==> config.mk <==
export PLATFORM = sky130hd
export DESIGN_NAME = mbc_buffer_ctrl
export DESIGN_NICKNAME = d
export VERILOG_FILES = /design/src/mbc_pkg.sv /design/src/mbc_buffer_ctrl.sv
export SDC_FILE = /design/constraint.sdc
export NUM_CORES = 1
export LEC_CHECK = 0
export ABC_AREA = 1
export BUFFER_PORTS_ARGS = -buffer_cell sky130_fd_sc_hd__buf_2
export CORE_MARGIN = 2
export CORE_UTILIZATION = 30
export DETAILED_ROUTE_END_ITERATION = 7
export MAX_ROUTING_LAYER = met4
export PLACE_DENSITY = 0.48
export SKIP_CTS_REPAIR_TIMING = 1
export SYNTH_ARGS = -nofsm -noshare
export SYNTH_HDL_FRONTEND = slang
export SYNTH_SLANG_ARGS = --single-unit
==> constraint.sdc <==
create_clock -name sys_clk_i -period 8.3 [get_ports sys_clk_i]
set_input_delay 1.66 -clock sys_clk_i [delete_from_list [all_inputs] [get_ports sys_clk_i]]
set_output_delay 1.66 -clock sys_clk_i [all_outputs]
set_load 0.005 [all_outputs]
==> src/mbc_pkg.sv <==
// Purpose: shared constants and carriers for the message buffer control block
// Assumes: 16-bit register port, 16-bit DMA RAM words, one clock
// Notes:   each buffer takes eight DMA words; index = buffer*8 + word
package mbc_pkg;

  // buffer counts
  localparam int NBUF     = 32;  // buffers in DMA RAM
  localparam int NCTL     = 8;   // buffers with a control byte
  localparam int BUF_W    = 5;
  localparam int CTL_W    = 3;
  localparam int WRD_W    = 3;
  localparam int DMA_AW   = BUF_W + WRD_W;

  // register port map (word index)
  localparam int          REG_AW      = 4;
  localparam logic [3:0]  A_CTRL_BASE = 4'h0;  // four pair-control words
  localparam logic [3:0]  A_FULL_LO   = 4'h4;
  localparam logic [3:0]  A_FULL_HI   = 4'h5;
  localparam logic [3:0]  A_OVF_LO    = 4'h6;
  localparam logic [3:0]  A_OVF_HI    = 4'h7;

  // word slots of one buffer in DMA RAM
  localparam logic [2:0]  W_SID   = 3'h0;
  localparam logic [2:0]  W_EID   = 3'h1;
  localparam logic [2:0]  W_DLC   = 3'h2;
  localparam logic [2:0]  W_DAT0  = 3'h3;
  localparam logic [2:0]  W_DLAST = 3'h6;  // last word a transmit fetch needs
  localparam logic [2:0]  W_STAT  = 3'h7;

  // control byte reset value
  localparam logic [7:0]  CTRL_RST = 8'h00;

  // one buffer control byte, bit 7 down to bit 0
  typedef struct packed {
    logic       buffer_direction_select;   // 1 transmit, 0 receive
    logic       message_aborted_flag;
    logic       arbitration_lost_flag;
    logic       transmit_bus_error_flag;
    logic       send_request;
    logic       auto_remote_reply_enable;
    logic [1:0] transmit_priority;         // 11 highest, 00 lowest
  } mbc_ctrl_s;

  // received frame from the protocol engine
  typedef struct packed {
    logic [4:0]  buf_idx;
    logic [4:0]  matching_filter_code;
    logic [10:0] sid;
    logic        srr;
    logic        ide;
    logic [17:0] eid;
    logic        rtr;
    logic        reserved_protocol_bit_high;
    logic        reserved_protocol_bit_low;
    logic [3:0]  dlc;
    logic [63:0] data;                     // byte m at bits 8m+7:8m
  } mbc_rx_s;

  // frame fetched for transmission, raw buffer words
  typedef struct packed {
    logic [15:0] sid_w;
    logic [15:0] eid_w;
    logic [15:0] dlc_w;
    logic [63:0] data_w;                   // word k at bits 16k+15:16k
  } mbc_txf_s;

  // end of one transmit attempt
  typedef struct packed {
    logic sent_ok;
    logic aborted;
    logic arb_lost;
    logic bus_err;
  } mbc_txev_s;

endpackage

==> src/mbc_buffer_ctrl.sv <==
// Purpose: control bytes, flags and DMA word layout of the CAN message buffers
// Assumes: protocol engine on the same clock; DMA RAM answers reads next cycle
// Notes:   eight buffers carry control bytes; all 32 may receive
//
// The placing of the registers and strobed register access were left to the implementer.
`timescale 1ns/1ns
module mbc_buffer_ctrl (
  // clock and reset
  input  wire logic                      sys_clk_i,
  input  wire logic                      arst_n_i,
  // register port
  input  wire logic [mbc_pkg::REG_AW-1:0] reg_addr_i,
  input  wire logic [15:0]               reg_wdata_i,
  input  wire logic                      reg_wr_i,
  input  wire logic                      reg_rd_i,
  output logic      [15:0]               reg_rdata_o,
  // receive side of the protocol engine
  input  wire logic                      rx_valid_i,
  input  wire mbc_pkg::mbc_rx_s          rx_frame_i,
  output logic                           rx_ready_o,
  input  wire logic                      rtr_hit_i,
  input  wire logic [mbc_pkg::BUF_W-1:0] rtr_buf_i,
  // transmit side of the protocol engine
  output logic                           tx_valid_o,
  output logic      [mbc_pkg::CTL_W-1:0] tx_buf_o,
  output mbc_pkg::mbc_txf_s              tx_frame_o,
  output logic                           tx_abort_o,
  input  wire logic                      tx_evt_i,
  input  wire mbc_pkg::mbc_txev_s        tx_evt_info_i,
  // DMA RAM port
  output logic     [mbc_pkg::DMA_AW-1:0] dma_addr_o,
  output logic      [15:0]               dma_wdata_o,
  output logic                           dma_wr_o,
  output logic                           dma_rd_o,
  input  wire logic [15:0]               dma_rdata_i
);
  import mbc_pkg::*;

  typedef enum logic [1:0] {ST_IDLE, ST_STORE, ST_FETCH, ST_WAIT} mbc_state_e;

  mbc_ctrl_s            ctl_r   [NCTL];
  mbc_ctrl_s            ctl_nxt [NCTL];
  logic [NCTL-1:0]      abt_pend_r, abt_pend_nxt;
  logic [NBUF-1:0]      full_r, full_nxt, ovf_r, ovf_nxt;
  mbc_state_e           st_r, st_nxt;
  logic [WRD_W-1:0]     cnt_r;
  mbc_rx_s              rxq_r;
  logic [CTL_W-1:0]     act_buf_r, best;
  logic                 tx_act_r, found, rx_acc, rx_ovf;
  logic [1:0]           best_pri;
  logic                 rd_pend_r;
  logic [WRD_W-1:0]     rd_idx_r;
  logic [15:0]          st_word;

  // incoming frame taken only while the DMA engine is idle
  assign rx_acc = rx_valid_i && rx_ready_o;
  assign rx_ovf = rx_acc && full_r[rx_frame_i.buf_idx];

  // pending transmit buffer with the highest priority, ties to highest index
  always_comb begin
    found    = 1'b0;
    best     = '0;
    best_pri = '0;
    for (int i = 0; i < NCTL; i++) begin
      if (ctl_r[i].buffer_direction_select && ctl_r[i].send_request &&
          !abt_pend_r[i] && (!found || ctl_r[i].transmit_priority >= best_pri)) begin
        found    = 1'b1;
        best     = CTL_W'(i);
        best_pri = ctl_r[i].transmit_priority;
      end
    end
  end

  // next value of each control byte: software first, hardware sets win
  always_comb begin
    abt_pend_nxt = abt_pend_r;
    for (int i = 0; i < NCTL; i++) begin
      mbc_ctrl_s wb;
      wb         = (i % 2 == 1) ? reg_wdata_i[15:8] : reg_wdata_i[7:0];
      ctl_nxt[i] = ctl_r[i];
      if (reg_wr_i && reg_addr_i == A_CTRL_BASE + REG_AW'(i / 2)) begin
        ctl_nxt[i].buffer_direction_select  = wb.buffer_direction_select;
        ctl_nxt[i].auto_remote_reply_enable = wb.auto_remote_reply_enable;
        ctl_nxt[i].transmit_priority        = wb.transmit_priority;
        if (wb.send_request && !ctl_r[i].send_request) begin
          ctl_nxt[i].send_request            = 1'b1;
          ctl_nxt[i].message_aborted_flag    = 1'b0;
          ctl_nxt[i].arbitration_lost_flag   = 1'b0;
          ctl_nxt[i].transmit_bus_error_flag = 1'b0;
        end else if (!wb.send_request && ctl_r[i].send_request) begin
          abt_pend_nxt[i] = 1'b1;
        end
      end
      // remote frame auto reply
      if (rtr_hit_i && rtr_buf_i == BUF_W'(i) && ctl_r[i].auto_remote_reply_enable) begin
        ctl_nxt[i].send_request            = 1'b1;
        ctl_nxt[i].message_aborted_flag    = 1'b0;
        ctl_nxt[i].arbitration_lost_flag   = 1'b0;
        ctl_nxt[i].transmit_bus_error_flag = 1'b0;
      end
      // abort of a buffer not on the bus completes at once
      if (abt_pend_r[i] && !(tx_act_r && act_buf_r == CTL_W'(i))) begin
        ctl_nxt[i].send_request         = 1'b0;
        ctl_nxt[i].message_aborted_flag = 1'b1;
        abt_pend_nxt[i]                 = 1'b0;
      end
      // outcome of the attempt on the bus
      if (tx_act_r && tx_evt_i && act_buf_r == CTL_W'(i)) begin
        if (tx_evt_info_i.arb_lost) ctl_nxt[i].arbitration_lost_flag = 1'b1;
        if (tx_evt_info_i.bus_err) ctl_nxt[i].transmit_bus_error_flag = 1'b1;
        if (tx_evt_info_i.sent_ok) begin
          ctl_nxt[i].send_request         = 1'b0;
          ctl_nxt[i].message_aborted_flag = 1'b0;
          abt_pend_nxt[i]                 = 1'b0;
        end else if (tx_evt_info_i.aborted) begin
          ctl_nxt[i].send_request         = 1'b0;
          ctl_nxt[i].message_aborted_flag = 1'b1;
          abt_pend_nxt[i]                 = 1'b0;
        end
      end
    end
  end

  // control bytes and abort requests
  always_ff @(posedge sys_clk_i or negedge arst_n_i) begin
    if (!arst_n_i) begin
      for (int i = 0; i < NCTL; i++) ctl_r[i] <= CTRL_RST;
      abt_pend_r <= '0;
    end else begin
      for (int i = 0; i < NCTL; i++) ctl_r[i] <= ctl_nxt[i];
      abt_pend_r <= abt_pend_nxt;
    end
  end

  // full and overflow: software writes zero to clear, a set wins
  always_comb begin
    full_nxt = full_r;
    ovf_nxt  = ovf_r;
    if (reg_wr_i) begin
      if (reg_addr_i == A_FULL_LO) full_nxt[15:0] = full_r[15:0] & reg_wdata_i;
      else if (reg_addr_i == A_FULL_HI) full_nxt[31:16] = full_r[31:16] & reg_wdata_i;
      else if (reg_addr_i == A_OVF_LO) ovf_nxt[15:0] = ovf_r[15:0] & reg_wdata_i;
      else if (reg_addr_i == A_OVF_HI) ovf_nxt[31:16] = ovf_r[31:16] & reg_wdata_i;
    end
    if (st_r == ST_STORE && cnt_r == W_STAT) full_nxt[rxq_r.buf_idx] = 1'b1;
    if (rx_ovf) ovf_nxt[rx_frame_i.buf_idx] = 1'b1;
  end

  always_ff @(posedge sys_clk_i or negedge arst_n_i) begin
    if (!arst_n_i) begin
      full_r <= '0;
      ovf_r  <= '0;
    end else begin
      full_r <= full_nxt;
      ovf_r  <= ovf_nxt;
    end
  end

  // register read data, one cycle after the strobe
  always_ff @(posedge sys_clk_i or negedge arst_n_i) begin
    if (!arst_n_i) begin
      reg_rdata_o <= '0;
    end else if (reg_rd_i) begin
      if (reg_addr_i < A_FULL_LO)
        reg_rdata_o <= {ctl_r[{reg_addr_i[1:0], 1'b1}], ctl_r[{reg_addr_i[1:0], 1'b0}]};
      else if (reg_addr_i == A_FULL_LO) reg_rdata_o <= full_r[15:0];
      else if (reg_addr_i == A_FULL_HI) reg_rdata_o <= full_r[31:16];
      else if (reg_addr_i == A_OVF_LO) reg_rdata_o <= ovf_r[15:0];
      else if (reg_addr_i == A_OVF_HI) reg_rdata_o <= ovf_r[31:16];
      else reg_rdata_o <= '0;
    end else begin
      reg_rdata_o <= '0;
    end
  end

  // word of a received frame as laid out in DMA RAM
  always_comb begin
    st_word = '0;
    case (cnt_r)
      W_SID:   st_word = {3'h0, rxq_r.sid, rxq_r.srr, rxq_r.ide};
      W_EID:   st_word = {4'h0, rxq_r.eid[17:6]};
      W_DLC:   st_word = {rxq_r.eid[5:0], rxq_r.rtr, rxq_r.reserved_protocol_bit_high,
                          3'h0, rxq_r.reserved_protocol_bit_low, rxq_r.dlc};
      W_STAT:  st_word = {3'h0, rxq_r.matching_filter_code, 8'h00};
      default: st_word = rxq_r.data[16*(cnt_r-W_DAT0) +: 16];
    endcase
  end

  // DMA engine: store a received frame or fetch a transmit frame
  always_comb begin
    st_nxt = st_r;
    case (st_r)
      ST_IDLE:  if (rx_acc && !rx_ovf) st_nxt = ST_STORE;
                else if (!rx_acc && found && !tx_act_r) st_nxt = ST_FETCH;
      ST_STORE: if (cnt_r == W_STAT) st_nxt = ST_IDLE;
      ST_FETCH: if (cnt_r == W_DLAST) st_nxt = ST_WAIT;
      ST_WAIT:  if (rd_pend_r) st_nxt = ST_IDLE;
      default:  st_nxt = ST_IDLE;
    endcase
  end

  always_ff @(posedge sys_clk_i or negedge arst_n_i) begin
    if (!arst_n_i) begin
      st_r       <= ST_IDLE;
      cnt_r      <= '0;
      rx_ready_o <= 1'b0;
      rxq_r      <= '0;
    end else begin
      st_r       <= st_nxt;
      rx_ready_o <= (st_nxt == ST_IDLE);
      cnt_r      <= (st_nxt == st_r && st_r != ST_IDLE) ? cnt_r + 1'b1 : '0;
      if (rx_acc) rxq_r <= rx_frame_i;
    end
  end

  // DMA port driven from flops
  always_ff @(posedge sys_clk_i or negedge arst_n_i) begin
    if (!arst_n_i) begin
      dma_addr_o  <= '0;
      dma_wdata_o <= '0;
      dma_wr_o    <= 1'b0;
      dma_rd_o    <= 1'b0;
    end else begin
      dma_wr_o    <= (st_r == ST_STORE);
      dma_rd_o    <= (st_r == ST_FETCH);
      dma_wdata_o <= st_word;
      if (st_r == ST_STORE) dma_addr_o <= {rxq_r.buf_idx, cnt_r};
      else dma_addr_o <= {BUF_W'(act_buf_r), cnt_r};
    end
  end

  // read data arrives the cycle after the read strobe
  always_ff @(posedge sys_clk_i or negedge arst_n_i) begin
    if (!arst_n_i) begin
      rd_pend_r <= 1'b0;
      rd_idx_r  <= '0;
    end else begin
      rd_pend_r <= dma_rd_o && dma_addr_o[WRD_W-1:0] == W_DLAST;
      rd_idx_r  <= dma_addr_o[WRD_W-1:0];
    end
  end

  // fetched words collect into the transmit frame
  always_ff @(posedge sys_clk_i or negedge arst_n_i) begin
    if (!arst_n_i) begin
      tx_frame_o <= '0;
    end else if (st_r == ST_FETCH || st_r == ST_WAIT) begin
      case (rd_idx_r)
        W_SID:   tx_frame_o.sid_w <= dma_rdata_i;
        W_EID:   tx_frame_o.eid_w <= dma_rdata_i;
        W_DLC:   tx_frame_o.dlc_w <= dma_rdata_i;
        default: tx_frame_o.data_w[16*(rd_idx_r-W_DAT0) +: 16] <= dma_rdata_i;
      endcase
    end
  end

  // transmit attempt: buffer chosen at fetch, frame offered after last word
  always_ff @(posedge sys_clk_i or negedge arst_n_i) begin
    if (!arst_n_i) begin
      tx_act_r   <= 1'b0;
      act_buf_r  <= '0;
      tx_valid_o <= 1'b0;
      tx_buf_o   <= '0;
      tx_abort_o <= 1'b0;
    end else begin
      if (st_r == ST_IDLE && st_nxt == ST_FETCH) begin
        tx_act_r  <= 1'b1;
        act_buf_r <= best;
      end else if (tx_act_r && tx_evt_i) begin
        tx_act_r <= 1'b0;
      end
      tx_valid_o <= tx_act_r && !tx_evt_i && (tx_valid_o || (st_r == ST_WAIT && rd_pend_r));
      tx_buf_o   <= act_buf_r;
      tx_abort_o <= tx_act_r && !tx_evt_i && abt_pend_nxt[act_buf_r];
    end
  end

  // a_req_clears_flags: a newly raised request starts with clean flags
  a_req_clears_flags: assert property (@(posedge sys_clk_i) disable iff (!arst_n_i)
    (reg_wr_i && reg_addr_i == A_CTRL_BASE + 4'h1 && reg_wdata_i[11]
     && !ctl_r[3].send_request && !tx_act_r)
    |=> (ctl_r[3].send_request && !ctl_r[3].message_aborted_flag
     && !ctl_r[3].arbitration_lost_flag && !ctl_r[3].transmit_bus_error_flag))
    else $error("send request did not clear status flags");

  a_ok_clears_req: assert property (@(posedge sys_clk_i) disable iff (!arst_n_i)
    (tx_act_r && tx_evt_i && tx_evt_info_i.sent_ok) |=>
      (!ctl_r[$past(act_buf_r)].send_request && !ctl_r[$past(act_buf_r)].message_aborted_flag))
    else $error("successful send left request or abort flag set");

  a_arb_lost_set: assert property (@(posedge sys_clk_i) disable iff (!arst_n_i)
    (tx_act_r && tx_evt_i && tx_evt_info_i.arb_lost) |=>
      ctl_r[$past(act_buf_r)].arbitration_lost_flag)
    else $error("lost arbitration not flagged");

  a_bus_err_set: assert property (@(posedge sys_clk_i) disable iff (!arst_n_i)
    (tx_act_r && tx_evt_i && tx_evt_info_i.bus_err) |=>
      ctl_r[$past(act_buf_r)].transmit_bus_error_flag)
    else $error("bus error not flagged");

  a_rtr_reply: assert property (@(posedge sys_clk_i) disable iff (!arst_n_i)
    (rtr_hit_i && rtr_buf_i == 5'h01 && ctl_r[1].auto_remote_reply_enable && !reg_wr_i
     && !abt_pend_r[1] && !tx_act_r) |=> ctl_r[1].send_request)
    else $error("remote frame did not raise send request");

  a_store_full: assert property (@(posedge sys_clk_i) disable iff (!arst_n_i)
    (rx_acc && !rx_ovf) |-> ##9 full_r[$past(rx_frame_i.buf_idx, 9)])
    else $error("stored frame did not set full flag");

  a_ovf_on_full: assert property (@(posedge sys_clk_i) disable iff (!arst_n_i)
    rx_ovf |=> (ovf_r[$past(rx_frame_i.buf_idx)] && st_r == ST_IDLE))
    else $error("write to full buffer not flagged as overflow");

  a_sid_layout: assert property (@(posedge sys_clk_i) disable iff (!arst_n_i)
    (dma_wr_o && dma_addr_o[2:0] == W_SID) |-> dma_wdata_o[15:13] == 3'h0)
    else $error("identifier word upper bits not zero");

  a_filter_code: assert property (@(posedge sys_clk_i) disable iff (!arst_n_i)
    (dma_wr_o && dma_addr_o[2:0] == W_STAT) |->
      (dma_wdata_o[12:8] == rxq_r.matching_filter_code && dma_wdata_o[7:0] == 8'h00))
    else $error("status word filter code wrong");

  a_fetch_dir_tx: assert property (@(posedge sys_clk_i) disable iff (!arst_n_i)
    $rose(tx_act_r) |-> ctl_r[act_buf_r].buffer_direction_select)
    else $error("receive buffer chosen for transmission");

endmodule

* Yosys cells after proc, flatten, opt, wreduce, memory -nomap -nowiden
Index checks and enable logic that the tools add are counted.
Operators by class: magnitude comparators 15, reductions and logical operators 159, add/sub/neg operators 4, bitwise operators 9, shifts and indexed selects 3, equal/unequal tests 33, muxes and demuxes 218
Operators with widths (count):
- $mux 16 | 12
- $mux 32 | 6
- $mux 1 | 135
- $logic_and 1x1->1 | 99
- $mux 4 | 24
- $and 16x16->16 | 4
- $bwmux 64 | 1
- $or 32x32->32 | 2
- $pmux 16 s4 | 1
- $shift 16x34->64 const A | 1
- $shiftx 16x34->64 | 1
- $shiftx 64x33->16 | 1
- $mux 7 | 8
- $bmux 8 s3 | 2
- $mux 8 | 5
- $logic_not 1->1 | 37
- $neg 32->34 | 1
- $mux 2 | 14
- $eq 3x3->1 const B | 7
- $eq 5x3->1 const B | 4
- $eq 4x3->1 const B | 4
- $mux 3 | 5
- $ge 2x2->1 | 7
- $eq 3x2->1 const B | 4
- 29 further kinds | 56
Word-level totals: input port bits 164, register bits 421, output and inout port bits 160, logic and storage cells 530

* Longest topological paths before layout
Gate-level depths: netlist (run 1).
depth in word-level cells 39, mapped depth 63, mapped depth without buffers 63

* Worst setup path after synthesis (run 1)
OpenSTA, ideal clock, no wires.
path kind flip-flop to flip-flop, start point register abt_pend_r[0], end point register act_buf_r[1], clock period less this slack 6381 ps, library setup time 127 ps, stages on the path, launching flop included 54, data required time 8173 ps, buffers on the path 0, setup slack 1919 ps, arrival 6253 ps, path through dfrtp_1 > inv_1 > nand3_1 > nor2_1 > inv_1 > ha_1 > nand2_1 > nand3_1 > nand2_1 > nand2_1 > and2_1 > ha_1 > nand2_1 > inv_1 > nor2_1 > nand2_1 > nand2_1 > inv_1 > [18 not listed] > nand3_1 > nand2_1 > nand3_1 > and2_1 > ha_1 > o21ai_0 > nand3b_1 > nand2_1 > inv_1 > nand2_1 > nand2_1 > ha_1 > o21ai_0 > nand3b_1 > nand2_1 > nand3_1 > nand2_1 > o21ai_0
On the way: word-level cells in the longest chain between the ends 38, elaborated cells on any way between the ends 58, classes of those cells order compare: 7; eq/ne: 1; mux: 24; reduce/logical: 26
RTL lines:
- from (decl) | line mbc_buffer_ctrl.sv:43 | logic [NCTL-1:0] abt_pend_r, abt_pend_nxt;
- from (signal assigned) | line mbc_buffer_ctrl.sv:131 | abt_pend_r <= abt_pend_nxt;
- $logic_not 1->1 (*) | line mbc_buffer_ctrl.sv:66 | !abt_pend_r[i] && (!found || ctl_r[i].transmit_priority >= best_pri)) begin
- $logic_and 1x1->1 (*) | line mbc_buffer_ctrl.sv:65 | if (ctl_r[i].buffer_direction_select && ctl_r[i].send_request &&
- $mux 2 or $mux 1 (tied branches) | line mbc_buffer_ctrl.sv:65
- $ge 2x2->1 or $logic_not 1->1 (tied branches) | line mbc_buffer_ctrl.sv:66
- $logic_or 1x1->1 | line mbc_buffer_ctrl.sv:66
- $logic_and 1x1->1 | line mbc_buffer_ctrl.sv:66
- $mux 2 or $mux 1 (tied branches) | line mbc_buffer_ctrl.sv:65
- $ge 2x2->1 or $logic_not 1->1 (tied branches) | line mbc_buffer_ctrl.sv:66
- [21 not listed]
- $logic_and 1x1->1 | line mbc_buffer_ctrl.sv:66
- $mux 1 | line mbc_buffer_ctrl.sv:65
- $logic_and 1x1->1 (2 in a row) | line mbc_buffer_ctrl.sv:194 | else if (!rx_acc && found && !tx_act_r) st_nxt = ST_FETCH;
- $mux 2 | line mbc_buffer_ctrl.sv:194
- $mux 2 | line mbc_buffer_ctrl.sv:193 | ST_IDLE: if (rx_acc && !rx_ovf) st_nxt = ST_STORE;
- $pmux 2 s4 | line mbc_buffer_ctrl.sv:192 | case (st_r)
- $eq 2x2->1 | line mbc_buffer_ctrl.sv:266 | if (st_r == ST_IDLE && st_nxt == ST_FETCH) begin
- $logic_and 1x1->1 | line mbc_buffer_ctrl.sv:266
- to (signal assigned) | line mbc_buffer_ctrl.sv:268 | act_buf_r <= best;
- to (decl) | line mbc_buffer_ctrl.sv:48 | logic [CTL_W-1:0] act_buf_r, best;
Every way passes the cells marked *; elsewhere a longest branch is shown, timed or not. A chain may end at the register's enable or synchronous reset.

* Worst setup path in the final report (run 1)
start point register ctl_r[59] (netlist name), end point register act_buf_r[1]
On the way: word-level cells in the longest chain between the ends 38, elaborated cells on any way between the ends 58, classes of those cells order compare: 7; eq/ne: 1; mux: 24; reduce/logical: 26
RTL lines (line):
- $logic_and 1x1->1 (*) (2 in a row) | mbc_buffer_ctrl.sv:65
- $mux 2 or $mux 1 (tied branches) | mbc_buffer_ctrl.sv:65
- $ge 2x2->1 or $logic_not 1->1 (tied branches) | mbc_buffer_ctrl.sv:66
- $logic_or 1x1->1 | mbc_buffer_ctrl.sv:66
- $logic_and 1x1->1 | mbc_buffer_ctrl.sv:66
- $mux 2 or $mux 1 (tied branches) | mbc_buffer_ctrl.sv:65
- $ge 2x2->1 or $logic_not 1->1 (tied branches) | mbc_buffer_ctrl.sv:66
- $logic_or 1x1->1 | mbc_buffer_ctrl.sv:66
- [20 not listed]
- $logic_and 1x1->1 | mbc_buffer_ctrl.sv:66
- $mux 1 | mbc_buffer_ctrl.sv:65
- $logic_and 1x1->1 (2 in a row) | mbc_buffer_ctrl.sv:194
- $mux 2 | mbc_buffer_ctrl.sv:194
- $mux 2 | mbc_buffer_ctrl.sv:193
- $pmux 2 s4 | mbc_buffer_ctrl.sv:192
- $eq 2x2->1 | mbc_buffer_ctrl.sv:266
- $logic_and 1x1->1 | mbc_buffer_ctrl.sv:266
Marked as above.

==> metrics.txt, run 1 <==
crit path max fanout 6; CTS H-tree lvls 2; Remaining Overflow, GRT 0; multi-input gate area in the final layout about 7600 um2; port buffer count between 300 and 400; number of global-route vias before repair 16,682; Critical Path RT around 8800 ps; Worst Hold Class reg -> reg; PD cells between 300 and 400 nW/um2; unrepaired setup endpoints after global routing false; Synth Area per Inst roughly 8.6 um2; Initial Util between 30% and 40%; drt wl/cell around 20 um; Mapped Cells between 2,000 and 2,500; reg-to-reg endpoint act_buf_r[1]; #FFs+latches synth ~420; critical path class reg -> reg; Vert. Die Dim between 200 and 300 um; Reg power frac around 40%; CTS buffer count 50; Distinct cells, synth 47; Post-synth EDFFs 0; First-pass DRT Iterations 7; TritonCTS Sinks 421; Worst-Skew Late Latency 590 ps; Area Overhead vs Synth 21.5%; final hold viol count 0; Die X between 200 and 300 um; dpl hpwl 47,400 um; slew of the pin with the lowest slew margin roughly 1100 ps; syn_nets 2,441; Final setup viols 0; final period utilization slightly below 90%; capturing element of the worst setup path act_buf_r[1]; largest net degree at the start of global routing approximately 140; Layout Skew 12.7 ps; cells on worst reg2reg path 55; initial antenna violation count 2; # fillers 6,608; outcome complete, no violations; Max-slew headroom 25.1%; worst-case clock buffer depth 3; CP Depth 55; CTS tree built; sw frac roughly 36%; via-per-instance ratio roughly 4.9; worst path arrival time 7800 ps; Gate power share ~31%; share of cells above drive strength 1 approximately a fifth; final core area utilization roughly 37%; hold depth 0; Seq/Total Area, Yosys between 50% and 60%; clock-pin transition on the worst setup and hold timing paths 60 ps; reg2reg start ctl_r[59]; DRT Wirelength 66,900 um; FF+latch area roughly 11,000 um2; drt initial violations about 1,100; die area approximately 66,000 um2; static leakage between 10 and 15 nW; min cycle time layout between 7000 and 8000 ps; Pins Over Slew Limit 0; Crit path buffers/inverters 6; antenna viol nets, final 0; net count reported at finish about 2,700; gpl congestion 0.904; most used cell, CP nand2_1; Fin Setup TNS 0 ps; maximum clock frequency 136 MHz; Synth Cell Area 19,300 um2; std cell rows 92; family with the most delay on the worst path simple AND/OR/NAND/NOR gates; total track usage 20.4%; endpoint class of the critical path flip-flop; Max VDD drop 0.163 mV; CP Launch Type flip-flop; critical path's largest stage delay roughly 400 ps; vias post-DR 16,910; clock root buffer clkbuf_16; ys async rst share 100%; Hold WS 459 ps; Synth Flop Type dfrtp_1; max-cap violations 0; DRC viols 0; R2R setup slack 950 ps; Internal Power just over 5 mW; Ys Warns 0; Crit-path slowest cell dfrtp_1; worst setup path start ctl_r[59]; I/O Pins between 300 and 400; first-pass GRT wire length 102,000 um; Clk pwr share a little under 30%; core area between 60,000 and 70,000 um2; Sw Pwr 2.88 mW
==> metrics by stage <==
step                setup WS, ps  area (um2)  power [mW]  instances
floorplan                   1920       19300        4.62       2249
global placement            1250       21700        5.63       3338
detailed placement          1060       21700        5.68       3338
CTS                          995       23400        8.05       3431
global route                 102       23400        8.50       3433
finish                       947       23400        7.93       3434
==> worst min-delay path by stage <==
stage                          endpoint  slack [ps]    startpoint
after global placement    dma_addr_o[1]         440      cnt_r[1]
after CTS                 dma_addr_o[1]         460      cnt_r[1]
after floorplan             tx_buf_o[2]         350  act_buf_r[2]
after global routing           rxq_r[6]         480      rxq_r[6]
final                     dma_addr_o[1]         460      cnt_r[1]
after detailed placement  dma_addr_o[1]         450      cnt_r[1]
==> power by group through the flow <==
stage / combinational (mW) / clock, mW / sequential [mW]
after floorplan: 1.50 / 0 / 3.13
final: 2.43 / 2.31 / 3.19
after detailed placement: 2.47 / 0 / 3.21
after global placement: 2.43 / 0 / 3.20
after CTS: 2.48 / 2.38 / 3.19
after global routing: 2.77 / 2.46 / 3.27
==> logic make-up (layout without fill, tap and decap cells) <==
logic type,after synthesis,in the layout,synth area share (%)
XOR/XNOR,1,1,0.0454
AND/OR/NAND/NOR,1041,1041,22.3
multiplexers,32,32,1.87
adder cells (fa/ha/maj),28,28,1.82
flip-flops,421,421,54.6
other,0,3,0
buffers and inverters,277,613,5.76
AO/OA/AOI/OAI,449,449,13.6
==> cells in the final DEF, fill, tap and decap left out, types with 5 or more instances in the layout <==
cell type	n
clkinvlp_4	5
buf_4	18
nor2_2	8
nand4_1	19
ha_1	28
clkbuf_1	9
a21oi_1	33
a211oi_1	16
or2_2	7
nand3_1	134
o21ai_2	24
a22o_1	7
o22ai_2	6
nand2_1	660
bufinv_16	6
inv_1	170
clkbuf_16	51
nor3_1	59
clkinv_2	12
dfrtp_1	421
and2_1	9
o22ai_1	17
o21ai_0	296
nor2_1	136
mux2_2	30
buf_2	322
clkbuf_8	8
a22oi_1	28
==> sequential cells by signal (all words and copies together) (netlist names) <==
name,count
tx_valid_o,1
rd_idx_r,3
act_buf_r,3
rx_ready_o,1
dma_wdata_o,16
ctl_r,64
rxq_r,112
dma_rd_o,1
tx_frame_o,112
dma_wr_o,1
tx_buf_o,3
dma_addr_o,8
ovf_r,32
abt_pend_r,8
tx_act_r,1
cnt_r,3
rd_pend_r,1
st_r,2
reg_rdata_o,16
tx_abort_o,1
full_r,32
==> synthesized netlist by cell type, types with 3 or more instances <==
cell type,instances,area [um2]
nor2_2,7,43.8
o211ai_1,4,30.0
a22o_1,7,61.3
nor2_1,137,514
clkinv_1,3,11.3
ha_1,28,350
nand4_1,19,119
o22ai_1,17,106
dfrtp_1,421,10500
a211oi_1,16,120
o22ai_2,6,75.1
clkbuf_1,66,248
a22oi_1,28,210
inv_2,4,15.0
nand3_1,134,671
buf_1,11,41.3
o21ai_2,24,210
o21ai_0,296,1480
a21oi_1,33,165
and2_1,9,56.3
or2_2,7,43.8
buf_6,6,67.6
mux2_2,30,338
nor3_1,59,295
a21boi_0,4,30.0
inv_1,171,642
o311a_1,3,30.0
nand2_1,661,2480
buf_2,13,65.1
==> layout make-up <==
class                      count  share of cell area [%]
sequential                   421                    45.0
timing repair buffer         342                    7.61
clock inverter                25                    1.28
multi-input combinational   1551                    32.6
antenna                        3                  0.0321
tap                          846                    4.52
inverter                     178                    2.86
clock buffer                  68                    6.06
==> metal layers <==
metal,vias to the layer above,GRT usage (%),wire (um)
met5,-,-,0
met4,0,6.36,1960
met3,116,2.89,3320
met2,479,32.3,31600
met1,8314,27.1,30100
li1,8001,-,-
Note: power is estimated with default switching activity, not from simulation.
==> inputs of run 2 (changes only) <==
==> constraint.sdc (replaced) <==
create_clock -name sys_clk_i -period 8.3 [get_ports sys_clk_i]
set_input_delay 1.245 -clock sys_clk_i [delete_from_list [all_inputs] [get_ports sys_clk_i]]
set_output_delay 1.245 -clock sys_clk_i [all_outputs]
set_load 0.005 [all_outputs]
==> run 2 against run 1 <==
Effect of this change: sequential power is essentially flat; count of clock-buffer cells in the layout increased by 4; clock skew grew 12 ps; combinational power barely moved; non-clock buffer count down 2; global-route usage is 0.28 points higher; largest power group unchanged; cell count is essentially flat; first-iteration DRC count up 25%; die area stayed put; via count decreased by 0.81%; critical path type unchanged; total power up 0.68%; clock power increased by 2%.
==> metrics.txt, run 2 (synthesized netlist as in run 1, its figures left out) <==
outcome complete, no violations; gpl congestion just under 0.9; static leakage ~12 nW; vias post-DR roughly 17,000; Place WS roughly 1000 ps; unrepaired setup endpoints after global routing false; critical path class reg -> reg; PD cells between 300 and 400 nW/um2; final period utilization roughly 89%; Area Overhead vs Synth 21.6%; Hold WS 451 ps; sw frac around 36%; critical path's largest stage delay ~420 ps; Max VDD drop between 0.1 and 0.15 mV; CP Launch Type flip-flop; CTS H-tree lvls 2; I/O Pins around 320; DRT Wirelength around 67,000 um; First-pass DRT Iterations 5; largest registers rxq_r: 112 flops, tx_frame_o: 112 flops, ctl_r: 64 flops; number of global-route vias before repair about 17,000; Gate power share a little under a third; std cell rows slightly above 90; Layout Skew about 25 ps; Crit-path slowest cell dfrtp_1; most used cell, CP nand2_1; Initial Util 30.5%; initial antenna violation count 0; Die X about 260 um; drt initial violations between 1,000 and 1,500; Sw Pwr a little under 3 mW; commonest non-fill, non-tap cell in the layout nand2_1; die area between 60,000 and 70,000 um2; share of cells above drive strength 1 20.1%; via-per-instance ratio about 5; # fillers about 6,700; min cycle time layout approximately 7400 ps; Clk pwr share around 29%; worst-case clock buffer depth 3; final hold viol count 0; dpl hpwl 47,300 um; final worst setup slack roughly 900 ps; crit path max fanout 6; Remaining Overflow, GRT 0; slew of the pin with the lowest slew margin about 1200 ps; antenna cells 0; CTS tree built; worst path arrival time about 7800 ps; port buffer count around 320; Vert. Die Dim 258 um; Internal Power slightly above 5 mW; core area approximately 63,000 um2; clock-pin transition on the worst setup and hold timing paths roughly 60 ps; total track usage between 20% and 30%; Critical Path RT 8750 ps; first-pass GRT wire length 104,000 um; endpoint class of the critical path flip-flop; Reg power frac between 40% and 50%; drt wl/cell 19.6 um; Worst-Skew Late Latency 600 ps; antenna viol nets, final 0; Pins Over Slew Limit 0; max-cap violations 0; TritonCTS Sinks approximately 420; Max-slew headroom 21.8%; Fin Setup TNS 0 ps; Final setup viols 0; DRC viols 0; net count reported at finish ~2,700; largest net degree at the start of global routing 153; leading cell types in the layout, fill and taps excluded 660 x nand2_1, 421 x dfrtp_1, 322 x buf_2, 296 x o21ai_0, 170 x inv_1; clock root buffer clkbuf_16; maximum clock frequency between 100 and 150 MHz; Worst Hold Class reg -> reg; CTS buffer count 52
run 2: critical path, delay by kind of cell (launching register included):
| family | cells | cell delay (ps) |
|---|---|---|
| AO/OA/AOI/OAI | 7 | 1000 |
| adder cells (fa/ha/maj) | 7 | 1810 |
| buffers and inverters | 6 | 400 |
| flip-flops | 1 | 420 |
| AND/OR/NAND/NOR | 35 | 3590 |
run 2: final timing paths:
path	startpoint	to	slack, ps	depth (start not counted)
setup / recovery	ctl_r[59]	act_buf_r[1]	920	55
hold / removal	dma_addr_o[0]	rd_idx_r[0]	450	0
setup reg to reg	ctl_r[59]	act_buf_r[1]	920	55
hold reg to reg	dma_addr_o[0]	rd_idx_r[0]	450	0
max in group asynchronous	arst_n_i	tx_frame_o[102]	5840	2
min in group asynchronous	arst_n_i	full_r[6]	790	1
run 2: through the flow:
stage / instance area, um2 / total power [mW] / std cells / util, %
2_1_floorplan: 19300 / 4.62 / 2249 / -
3_3_place_gp: 21700 / 5.64 / 3336 / 34.2
3_5_place_dp: 21700 / 5.69 / 3336 / 34.2
6_report: 23400 / 7.98 / 3431 / 37.0
4_1_cts: 23400 / 8.10 / 3431 / 37.0
5_1_grt: 23400 / 8.57 / 3431 / 37.0
run 2: area by class of cell:
class,count,area [um2],share of cell area [%]
tap,846,1060,4.51
inverter,178,669,2.86
multi-input combinational,1551,7650,32.6
sequential,421,10500,44.9
clock buffer,72,1540,6.56
clock inverter,23,231,0.987
timing repair buffer,340,1770,7.54
run 2: metal layers:
| layer | up-vias | part of all wire (%) | routed length (um) | global-route usage, % |
|---|---|---|---|---|
| met5 | - | 0 | 0 | - |
| met4 | 0 | 2.1 | 1410 | 5.14 |
| met3 | 105 | 4.7 | 3130 | 3.36 |
| met2 | 409 | 48 | 32100 | 33.1 |
| met1 | 8269 | 46 | 30700 | 27.4 |
| li1 | 7990 | - | - | - |
run 2: power by group through the flow:
stage / Clock, mW / Combinational (mW) / Sequential (mW)
after detailed placement: 0 / 2.48 / 3.21
after CTS: 2.41 / 2.50 / 3.19
after global placement: 0 / 2.44 / 3.20
after floorplan: 0 / 1.50 / 3.13
final: 2.35 / 2.44 / 3.19
after global routing: 2.50 / 2.79 / 3.28
